<file path="src/design/basic_timer_pkg.sv">
// Package with register map, field layout and reset values of the timer
// Notes on behaviour
// - Counter holds while run bit is 0, advances while it is 1.
// - Mode 00: plain timer counting on the bus clock.
// - Mode 01: event counter clocked by the selected trigger source.
// - Mode 10: bus clock counting starts after an active trigger edge.
// - Mode 11: bus clock counting only while the pin is active.
// - Source select 0 picks the pin, 1 picks the cascade input.
// - Polarity 0: rising edge or high level; 1: falling or low.
// - Single-run bit 0 counts continuously, 1 counts one pass.
// - Output enable 0 drives both outputs low, 1 drives opposite levels.
// - Pin filter passes a level after N equal samples at chosen rate.
// - Bus clock ticks divide by prescale plus one.
// - Trigger source ticks divide by the prescale value itself.
// - Reload limit is read-write and resets to its maximum.
// - Count register is read-write at any time, resets to zero.
// - Enable bit 0 gates the reload overflow interrupt.
// - Enable bit 1 gates the trigger interrupt.
// - Enable bit 2 gates the top overflow interrupt.
// - Read-only flags record reload overflow, trigger and top overflow.
// - Writing 0 to a clear bit clears its flag; bits read as 1.
// - DMA requests on reload overflow and trigger start when enabled.
package basic_timer_pkg;
    localparam logic [7:0] reload_limit_addr = 8'h00;
    localparam logic [7:0] count_value_addr = 8'h04;
    localparam logic [7:0] filter_control_addr = 8'h0c;
    localparam logic [7:0] basic_control_addr = 8'h10;
    localparam logic [7:0] irq_enable_addr = 8'h14;
    localparam logic [7:0] event_flags_addr = 8'h18;
    localparam logic [7:0] event_flag_clear_addr = 8'h1c;
    localparam logic [7:0] dma_request_enable_addr = 8'h20;
    localparam logic [7:0] prescale_value_addr = 8'h24;

    localparam logic [15:0] reload_limit_reset = 16'hffff;
    localparam logic [15:0] count_value_reset = 16'h0000;
    localparam logic [2:0] flag_clear_read = 3'h7;

    localparam int run_bit = 0;
    localparam int mode_lsb = 1;
    localparam int source_bit = 3;
    localparam int polarity_bit = 4;
    localparam int single_bit = 5;
    localparam int out_enable_bit = 6;
    localparam int filter_lsb = 4;
    localparam int wrap_bit = 0;
    localparam int trigger_bit = 1;
    localparam int top_bit = 2;

    localparam logic [3:0] slow_div4 = 4'h3;
    localparam logic [3:0] slow_div16 = 4'hf;

    typedef enum logic [1:0] {
        mode_timer = 2'b00,
        mode_counter = 2'b01,
        mode_trigger = 2'b10,
        mode_gated = 2'b11
    } count_mode_t;

    typedef struct packed {
        logic complementary_out_enable;
        logic single_run_select;
        logic edge_level_select;
        logic source_select;
        count_mode_t mode;
        logic run;
    } basic_control_t;
endpackage : basic_timer_pkg

</file>
<file path="src/design/basic_timer.sv">
// Basic 16-bit timer with APB register slave
//
// The APB register port was decided locally.
module basic_timer (
    input wire logic pclk,
    input wire logic presetn,
    input wire logic psel,
    input wire logic penable,
    input wire logic pwrite,
    input wire logic [7:0] paddr,
    input wire logic [31:0] pwdata,
    output logic [31:0] prdata,
    output logic pready,
    output logic pslverr,
    input wire logic ext_trigger_pin,
    input wire logic cascade_input,
    output logic complementary_out_a,
    output logic complementary_out_b,
    output logic wrap_irq,
    output logic trigger_irq,
    output logic top_irq,
    output logic dma_wrap_req,
    output logic dma_trigger_req
);
    basic_timer_pkg::basic_control_t ctrl, next_ctrl;
    logic [15:0] reload_limit, next_reload_limit;
    logic [15:0] count_value, next_count_value;
    logic [2:0] filter_sel, next_filter_sel;
    logic [2:0] irq_enable, next_irq_enable;
    logic [2:0] flags, next_flags;
    logic [1:0] dma_en, next_dma_en;
    logic [15:0] prescale_value, next_prescale_value;
    logic [15:0] pre_cnt, next_pre_cnt;
    logic started, next_started;
    logic tog, next_tog;
    logic [31:0] next_prdata;
    logic next_pready;
    logic next_pslverr;
    logic next_out_a, next_out_b;
    logic next_dma_wrap, next_dma_trig;

    // Pin and cascade synchronisers
    // Both inputs are asynchronous to pclk; only the second stage feeds
    // the logic, so a metastable first stage never spreads.
    logic pin_s1, pin_s2, cas_s1, cas_s2;
    logic next_pin_s1, next_pin_s2, next_cas_s1, next_cas_s2;
    always_comb begin
        next_pin_s1 = ext_trigger_pin;
        next_pin_s2 = pin_s1;
        next_cas_s1 = cascade_input;
        next_cas_s2 = cas_s1;
    end
    always_ff @(posedge pclk or negedge presetn) begin
        if (!presetn) begin
            pin_s1 <= 1'b0;
            pin_s2 <= 1'b0;
            cas_s1 <= 1'b0;
            cas_s2 <= 1'b0;
        end else begin
            pin_s1 <= next_pin_s1;
            pin_s2 <= next_pin_s2;
            cas_s1 <= next_cas_s1;
            cas_s2 <= next_cas_s2;
        end
    end

    // Glitch filter on the pin
    logic [3:0] slow_cnt, next_slow_cnt;
    logic [2:0] same_cnt, next_same_cnt;
    logic pin_filt, next_pin_filt;
    logic sample_en;
    logic [2:0] need;
    // Counts samples that differ from the passed level; one sample that
    // matches it again restarts the count, so short glitches are dropped.
    always_comb begin
        case (filter_sel)
            3'd1: need = 3'd2;
            3'd2, 3'd4, 3'd6: need = 3'd4;
            default: need = 3'd6;
        endcase
        if (filter_sel[2:1] == 2'b10) begin
            sample_en = slow_cnt[1:0] == basic_timer_pkg::slow_div4[1:0];
        end else if (filter_sel[2:1] == 2'b11) begin
            sample_en = slow_cnt == basic_timer_pkg::slow_div16;
        end else begin
            sample_en = 1'b1;
        end
        next_slow_cnt = slow_cnt + 4'd1;
        next_same_cnt = same_cnt;
        next_pin_filt = pin_filt;
        if (filter_sel == 3'd0) begin
            next_pin_filt = pin_s2;
            next_same_cnt = 3'd0;
        end else if (sample_en) begin
            if (pin_s2 == pin_filt) begin
                next_same_cnt = 3'd0;
            end else if (same_cnt + 3'd1 >= need) begin
                next_pin_filt = pin_s2;
                next_same_cnt = 3'd0;
            end else begin
                next_same_cnt = same_cnt + 3'd1;
            end
        end
    end
    always_ff @(posedge pclk or negedge presetn) begin
        if (!presetn) begin
            slow_cnt <= 4'h0;
            same_cnt <= 3'd0;
            pin_filt <= 1'b0;
        end else begin
            slow_cnt <= next_slow_cnt;
            same_cnt <= next_same_cnt;
            pin_filt <= next_pin_filt;
        end
    end

    // Trigger source selection and polarity
    // The edge register resets to the idle source level, so no false
    // edge follows reset; a polarity change can look like an edge, so
    // polarity must be set while the counter is stopped.
    logic src_level, src_prev, src_edge, pin_active, next_src_prev;
    always_ff @(posedge pclk or negedge presetn) begin
        if (!presetn) begin
            src_prev <= 1'b0;
        end else begin
            src_prev <= next_src_prev;
        end
    end
    always_comb begin
        src_level = (ctrl.source_select ? cas_s2 : pin_filt)
            ^ ctrl.edge_level_select;
        src_edge = src_level & ~src_prev;
        pin_active = pin_filt ^ ctrl.edge_level_select;
        next_src_prev = src_level;
    end

    // Counting core
    logic bus_wr, bus_rd, src_tick, pre_tick, cnt_wr, trig_start;
    logic wrap, top;
    always_comb begin
        bus_wr = psel && penable && pwrite && !pready;
        bus_rd = psel && penable && !pwrite && !pready;
        next_started = started;
        trig_start = 1'b0;
        if (ctrl.mode != basic_timer_pkg::mode_trigger || !ctrl.run) begin
            next_started = 1'b0;
        end else if (!started && src_edge) begin
            next_started = 1'b1;
            trig_start = 1'b1;
        end
        case (ctrl.mode)
            basic_timer_pkg::mode_timer: src_tick = 1'b1;
            basic_timer_pkg::mode_counter: src_tick = src_edge;
            basic_timer_pkg::mode_trigger: src_tick = started;
            basic_timer_pkg::mode_gated: src_tick = pin_active;
            default: src_tick = 1'b0;
        endcase
        src_tick = src_tick && ctrl.run;
        next_pre_cnt = pre_cnt;
        pre_tick = 1'b0;
        if (src_tick) begin
            if (ctrl.mode == basic_timer_pkg::mode_counter) begin
                // A prescale of zero acts as one
                if (pre_cnt + 16'd1 >= prescale_value) begin
                    pre_tick = 1'b1;
                    next_pre_cnt = 16'd0;
                end else begin
                    next_pre_cnt = pre_cnt + 16'd1;
                end
            end else if (pre_cnt >= prescale_value) begin
                pre_tick = 1'b1;
                next_pre_cnt = 16'd0;
            end else begin
                next_pre_cnt = pre_cnt + 16'd1;
            end
        end
        if (!ctrl.run) begin
            next_pre_cnt = 16'd0;
        end
        cnt_wr = bus_wr && paddr == basic_timer_pkg::count_value_addr;
        wrap = pre_tick && count_value == reload_limit;
        top = pre_tick && count_value == 16'hffff;
        next_count_value = count_value;
        next_tog = tog;
        // A bus write to the count wins over a tick in the same cycle
        if (cnt_wr) begin
            next_count_value = pwdata[15:0];
        end else if (wrap) begin
            next_count_value = 16'h0000;
            next_tog = ~tog;
        end else if (pre_tick) begin
            next_count_value = count_value + 16'd1;
        end
    end

    // Register file
    always_comb begin
        next_ctrl = ctrl;
        next_reload_limit = reload_limit;
        next_filter_sel = filter_sel;
        next_irq_enable = irq_enable;
        next_dma_en = dma_en;
        next_prescale_value = prescale_value;
        next_flags = flags;
        next_prdata = 32'h0000_0000;
        next_pready = psel && penable && !pready;
        next_pslverr = 1'b0;
        if (bus_wr) begin
            case (paddr)
                basic_timer_pkg::reload_limit_addr:
                    next_reload_limit = pwdata[15:0];
                basic_timer_pkg::count_value_addr: ;
                basic_timer_pkg::filter_control_addr:
                    next_filter_sel = pwdata[basic_timer_pkg::filter_lsb +: 3];
                basic_timer_pkg::basic_control_addr:
                    next_ctrl = pwdata[6:0];
                basic_timer_pkg::irq_enable_addr:
                    next_irq_enable = pwdata[2:0];
                basic_timer_pkg::event_flags_addr: ;
                basic_timer_pkg::event_flag_clear_addr:
                    next_flags = flags & pwdata[2:0];
                basic_timer_pkg::dma_request_enable_addr:
                    next_dma_en = pwdata[1:0];
                basic_timer_pkg::prescale_value_addr:
                    next_prescale_value = pwdata[15:0];
                default: next_pslverr = 1'b1;
            endcase
        end
        if (bus_rd) begin
            case (paddr)
                basic_timer_pkg::reload_limit_addr:
                    next_prdata = {16'h0000, reload_limit};
                basic_timer_pkg::count_value_addr:
                    next_prdata = {16'h0000, count_value};
                basic_timer_pkg::filter_control_addr:
                    next_prdata = {25'h0, filter_sel, 4'h0};
                basic_timer_pkg::basic_control_addr:
                    next_prdata = {25'h0, ctrl};
                basic_timer_pkg::irq_enable_addr:
                    next_prdata = {29'h0, irq_enable};
                basic_timer_pkg::event_flags_addr:
                    next_prdata = {29'h0, flags};
                basic_timer_pkg::event_flag_clear_addr:
                    next_prdata = {29'h0, basic_timer_pkg::flag_clear_read};
                basic_timer_pkg::dma_request_enable_addr:
                    next_prdata = {30'h0, dma_en};
                basic_timer_pkg::prescale_value_addr:
                    next_prdata = {16'h0000, prescale_value};
                default: next_pslverr = 1'b1;
            endcase
        end
        // Hardware set wins over a simultaneous clear
        if (wrap) begin
            next_flags[basic_timer_pkg::wrap_bit] = 1'b1;
        end
        if (trig_start) begin
            next_flags[basic_timer_pkg::trigger_bit] = 1'b1;
        end
        if (top) begin
            next_flags[basic_timer_pkg::top_bit] = 1'b1;
        end
        if (wrap && ctrl.single_run_select) begin
            next_ctrl.run = 1'b0;
        end
        next_dma_wrap = wrap & dma_en[0];
        next_dma_trig = trig_start & dma_en[1];
        next_out_a = next_ctrl.complementary_out_enable & next_tog;
        next_out_b = next_ctrl.complementary_out_enable & ~next_tog;
    end

    // Each interrupt is its flag gated by its enable bit, so the level
    // stays up until software clears the flag or the enable.
    logic [2:0] next_irq;
    for (genvar b = 0; b < 3; b++) begin : g_irq
        assign next_irq[b] = next_flags[b] & irq_enable[b];
    end

    always_ff @(posedge pclk or negedge presetn) begin
        if (!presetn) begin
            ctrl <= '0;
            reload_limit <= basic_timer_pkg::reload_limit_reset;
            count_value <= basic_timer_pkg::count_value_reset;
            filter_sel <= 3'd0;
            irq_enable <= 3'd0;
            flags <= 3'd0;
            dma_en <= 2'd0;
            prescale_value <= 16'h0000;
            pre_cnt <= 16'h0000;
            started <= 1'b0;
            tog <= 1'b0;
            prdata <= 32'h0000_0000;
            pready <= 1'b0;
            pslverr <= 1'b0;
            wrap_irq <= 1'b0;
            trigger_irq <= 1'b0;
            top_irq <= 1'b0;
            dma_wrap_req <= 1'b0;
            dma_trigger_req <= 1'b0;
            complementary_out_a <= 1'b0;
            complementary_out_b <= 1'b0;
        end else begin
            ctrl <= next_ctrl;
            reload_limit <= next_reload_limit;
            count_value <= next_count_value;
            filter_sel <= next_filter_sel;
            irq_enable <= next_irq_enable;
            flags <= next_flags;
            dma_en <= next_dma_en;
            prescale_value <= next_prescale_value;
            pre_cnt <= next_pre_cnt;
            started <= next_started;
            tog <= next_tog;
            prdata <= next_prdata;
            pready <= next_pready;
            pslverr <= next_pslverr;
            wrap_irq <= next_irq[basic_timer_pkg::wrap_bit];
            trigger_irq <= next_irq[basic_timer_pkg::trigger_bit];
            top_irq <= next_irq[basic_timer_pkg::top_bit];
            dma_wrap_req <= next_dma_wrap;
            dma_trigger_req <= next_dma_trig;
            complementary_out_a <= next_out_a;
            complementary_out_b <= next_out_b;
        end
    end
endmodule : basic_timer

</file>
<file path="config.mk">
export PLATFORM = sky130hd
export DESIGN_NAME = basic_timer
export DESIGN_NICKNAME = d
export VERILOG_FILES = /design/src/design/basic_timer_pkg.sv /design/src/design/basic_timer.sv
export SDC_FILE = /design/constraint.sdc
export NUM_CORES = 1
export LEC_CHECK = 0
export BUFFER_PORTS_ARGS = -buffer_cell sky130_fd_sc_hd__buf_2
export CAP_MARGIN = 20
export CORE_ASPECT_RATIO = 0.7
export CORE_UTILIZATION = 40
export DETAILED_ROUTE_END_ITERATION = 10
export GPL_TIMING_DRIVEN = 0
export MAX_ROUTING_LAYER = met4
export PLACE_DENSITY = 0.64
export RECOVER_POWER = 100
export SKIP_CTS_REPAIR_TIMING = 1
export SLEW_MARGIN = 20
export SYNTH_ARGS = -nofsm -noshare
export SYNTH_HDL_FRONTEND = slang
export SYNTH_SLANG_ARGS = --single-unit
</file>
<file path="constraint.sdc">
create_clock -name pclk -period 3.8 [get_ports pclk]
set_input_delay 0.19 -clock pclk [delete_from_list [all_inputs] [get_ports pclk]]
set_output_delay 0.19 -clock pclk [all_outputs]
set_load 0.01 [all_outputs]
</file>
==> run summary <==
After legalization and detailed placement, the total HPWL measured 13420 um. The number of unique standard cell types used by synthesis came out at 62. The checks that failed: capacitance limit, slew limit. The highest clock frequency the design can meet is approximately 0.26 GHz. Across every metal layer, demand over resource in global routing totals 23.33%. In this run the power density over the cells is slightly above 400 nW/um^2. The detailed router finished its first iteration with ~540 violations. Data on the critical path is required at its endpoint by 4.13 ns.

No sink is reached through more buffers than the 2 on the longest clock path. The number of antenna repair diodes came out at 0. The total clock sinks came out at roughly 120. The final route contains 5465 vias. The most heavily used metal layer in global routing is met2. The first-pass iteration count of the detailed router came out at 7. The total of fill cells in the finished design is roughly 1500. For this design, the slowest cell found on the critical path is sky130_fd_sc_hd__or4_4. The tree is rooted in a sky130_fd_sc_hd__clkbuf_16. In the synthesized netlist the dominant register cell turns out to be sky130_fd_sc_hd__dfrtp_1. The post-synthesis async set-or-reset flop share is 100.0%. From bottom edge to top edge, the die measures 109.9 um. The maximum number of pins on one net before global-route repair came out at between 70 and 80.

The count of boundary I/O pins came out at 88. Between clock sinks in the finished design, the worst skew comes to between 0.006 and 0.007 ns. The cell with the most instances after synthesis is sky130_fd_sc_hd__dfrtp_1. Summed over its instances, the top area cell type makes up 39.86% of the synthesized netlist area. The die span in x came out at 156.2 um. The global routing usage on met2 is a little over a third. The clock-pin slew of the registers on the worst-case setup and hold paths is about 0.06 ns.

The global-route wire length before repair came out at 29170 um. TritonCTS built the clock tree. Prior to clock tree synthesis, the placed netlist has a worst setup slack of -0.5074 ns.

The average wire length per cell after detail routing came out at 19.11 um. The count of endpoints failing hold in the final timing report came out at 0. The sequential cell area fraction in the yosys report is 46.18%. The count of synthesis-stage warnings from yosys is 0. STA classifies the critical path endpoint as a flop. The signal arrival time at the worst endpoint is approximately 4 ns. The final clock period utilization by the worst path is between 90% and 100%. The run finished, with violations left.

The cell count after synthesis came out at 630. The number of buffers added on ports is 55. The core region is 16300 um^2. The worst-margin pin slew came out at roughly 1.9 ns. The minimum clock period came out at 3.781 ns. The floorplan row count came out at 39. The worst hold path stage count is 2. Setup repair after global routing could not meet its margin everywhere.

For met3 alone, demand over resource in global routing was 4.415%. The worst setup path category is reg -> reg. The number of flip-flops and latches in the synthesized netlist is around 120. Counting stages on the worst path, the most repeated cell is sky130_fd_sc_hd__and3_4.

In the routed layout, each cell is associated on average with a via count of approximately 5.6. The final worst slack is 0.01887 ns. Across the run, the number of max-cap violations was 1. The max-slew violation total from the final report came to 76. The number of design rule violations left after detail routing came out at 0. The total number of H-tree levels came out at 4. The worst-case vdd ir drop came out at about 0.23 mV.

The number of synthesized flops with an enable pin came out at 0. The critical path startpoint category is a flop. In the post-synthesis netlist, the biggest area contributors are sky130_fd_sc_hd__dfrtp_1 40%, sky130_fd_sc_hd__mux2_2 7.8%, sky130_fd_sc_hd__ha_1 7.1%, sky130_fd_sc_hd__dfstp_2 6.3%, sky130_fd_sc_hd__xnor2_1 3.4%. The area of all placed cells without fillers came out at a little over 8000 um^2.

The final wirelength is roughly 19000 um. The signal on the critical path passes through and3_4 > nand3_4 > nor2_4 > and3_4 > nand3_2 > xnor2_2 > ha_1 > nand4_1 > nor3_2 > nand2_1 > o211a_1 > or4_4 > buf_6 > or3b_1 > a31oi_1. The largest fanout of any net on the critical path came out at 7. The average instance in the mapped netlist occupies about 11 um^2. The maximum cell stage delay along the critical path is approximately 0.56 ns. The length in cells of the worst reg-to-reg path is 15. The initial antenna violation count is 0. The post-synthesis cell area is ~6700 um^2.

The starting utilization of the core area is approximately 41%. By count the netlist is led by 106 x sky130_fd_sc_hd__dfrtp_1, 46 x sky130_fd_sc_hd__mux2_2, 46 x sky130_fd_sc_hd__nand2_1. The clock buffer count from CTS came out at 17.

The later-pin clock latency in the skew report came out at roughly 0.4 ns. Summing all placed instances gives a cell area of 7301 um^2. The worst slew slack as a fraction of its limit is -26.70%. The number of nets in the final layout is 825.

The overall die area came out at between 15000 and 20000 um^2. The relative area change from synthesis to final layout is 22.21%. The post-route antenna net violation count is 0. The leakage dissipation is ~3.6 nW. The worst hold path belongs to the class in -> reg. The residual overflow from global routing is 0. The weighted congestion at the end of routability-driven global placement came out at 0.8976. The via count of the first global-routing pass is 5315.

The met1 capacity usage during global routing came out at about a third. The total of endpoints with negative setup slack in the final report is 0. Of all cell types, the one taking the most synthesized area is sky130_fd_sc_hd__dfrtp_1. The fraction of layout instances using a drive strength above 1 is between 20% and 30%.
-- power by group --
part | total [mW] | switching, mW | internal, mW | leakage, nW
logic | 0.329 | 0.191 | 0.138 | 1.79
clock network | 1.63 | 0.646 | 0.980 | 0.279
registers | 1.41 | 0.0651 | 1.34 | 1.55
total | 3.36 | 0.902 | 2.46 | 3.62
-- final timing paths --
path	from	endpoint	slack, ns
hold reg to reg	next_pin_s2$_DFF_PN0_	pin_s2$_DFF_PN0_	0.35
min in group asynchronous	presetn	prdata[1]$_DFF_PN0_	0.84
hold / removal	pwdata[12]	prescale_value[12]$_DFFE_PN0P_	0.03
max in group asynchronous	presetn	count_value[6]$_DFFE_PN0P_	0.95
setup reg to reg	pre_cnt[0]$_DFFE_PN0P_	count_value[12]$_DFFE_PN0P_	0.02
setup / recovery	pre_cnt[0]$_DFFE_PN0P_	count_value[12]$_DFFE_PN0P_	0.02
-- kinds of logic (layout without fill, tap and decap cells) --
kind of cell	count (synthesis)	count (layout)	synth area share, %
XOR/XNOR	35	35	4.720
AO/OA/AOI/OAI	141	141	14.97
AND/OR/NAND/NOR	183	183	14.23
other	1	16	0.05636
multiplexers	49	49	8.236
adder cells (fa/ha/maj)	38	38	7.146
flip-flops	122	122	46.18
buffers and inverters	61	169	4.457
-- worst max-delay path: cells and delay by family, from the launching register on --
kind,cells,cell delay (ns)
adders and majority gates,1,0.31
xor gates and xnor gates,1,0.18
and+or+nand+nor,10,2.17
buffers and inverters,1,0.17
DFF,1,0.43
AOI/OAI and AO/OA,2,0.45
-- cell type report --
class / instances / area (um^2) / share of cell area [%]
inverters: 22 / 82.58 / 1.016
well taps: 225 / 281.5 / 3.462
flip-flops and latches: 122 / 3077 / 37.84
repair buffers: 76 / 404.1 / 4.970
clock inverters: 14 / 161.4 / 1.985
clock buffers: 18 / 429.2 / 5.278
multi-input cells: 462 / 3480 / 42.79
plain buffers: 39 / 216.5 / 2.662
-- cell usage in the layout, fill, tap and decap left out, types with 4 or more instances in the layout --
master	count
sky130_fd_sc_hd__inv_6	6
sky130_fd_sc_hd__buf_4	32
sky130_fd_sc_hd__a31oi_1	15
sky130_fd_sc_hd__a21oi_1	17
sky130_fd_sc_hd__o21ai_0	30
sky130_fd_sc_hd__nand2b_1	12
sky130_fd_sc_hd__or4_1	6
sky130_fd_sc_hd__a22o_1	12
sky130_fd_sc_hd__o21a_1	8
sky130_fd_sc_hd__nor2_1	37
sky130_fd_sc_hd__inv_1	22
sky130_fd_sc_hd__clkbuf_2	4
sky130_fd_sc_hd__dfstp_2	16
sky130_fd_sc_hd__nand4_1	7
sky130_fd_sc_hd__and3_4	4
sky130_fd_sc_hd__xnor2_1	24
sky130_fd_sc_hd__or3_1	4
sky130_fd_sc_hd__conb_1	16
sky130_fd_sc_hd__and3_1	7
sky130_fd_sc_hd__dfrtp_1	103
sky130_fd_sc_hd__nand2_1	45
sky130_fd_sc_hd__nor3_1	5
sky130_fd_sc_hd__nand3_2	4
sky130_fd_sc_hd__o31ai_1	5
sky130_fd_sc_hd__xor2_1	7
sky130_fd_sc_hd__clkbuf_16	17
sky130_fd_sc_hd__nor2b_1	4
sky130_fd_sc_hd__and2_1	5
sky130_fd_sc_hd__a21o_1	4
sky130_fd_sc_hd__ha_1	36
sky130_fd_sc_hd__a22oi_1	8
sky130_fd_sc_hd__mux2_2	46
sky130_fd_sc_hd__nand3_1	15
sky130_fd_sc_hd__clkbuf_1	48
sky130_fd_sc_hd__buf_2	27
sky130_fd_sc_hd__a222oi_1	14
-- sequential cells by signal, summed over array words and instances, names as in the netlist, 2 cells and up --
register	flops
count_value	16
dma_en	2
prdata	16
slow_cnt	4
same_cnt	3
pre_cnt	16
flags	3
irq_enable	3
filter_sel	3
reload_limit	16
ctrl	7
prescale_value	16
-- routing by layer --
metal	routed length, um	part of all wire (%)	vias up
met5	0	0	-
met3	1566	8.4	22
met4	198	1.1	0
met1	8510	46	2715
met2	8416	45	206
li1	-	-	2522
-- through the flow --
step	std cells	hold WS, ns	TNS, ns	power [mW]	utilization (%)
final	978	0.03479	0	3.364	49.89
after global routing	978	0.02878	-1.146	3.494	49.89
after CTS	958	-0.1589	-11.97	3.371	48.42
after detailed placement	926	0.2759	-11.06	1.743	44.80
after global placement	925	0.3002	-7.005	1.730	44.59
after floorplan	645	-0.1056	0	1.609	-
Note: power is estimated with default switching activity, not from simulation.
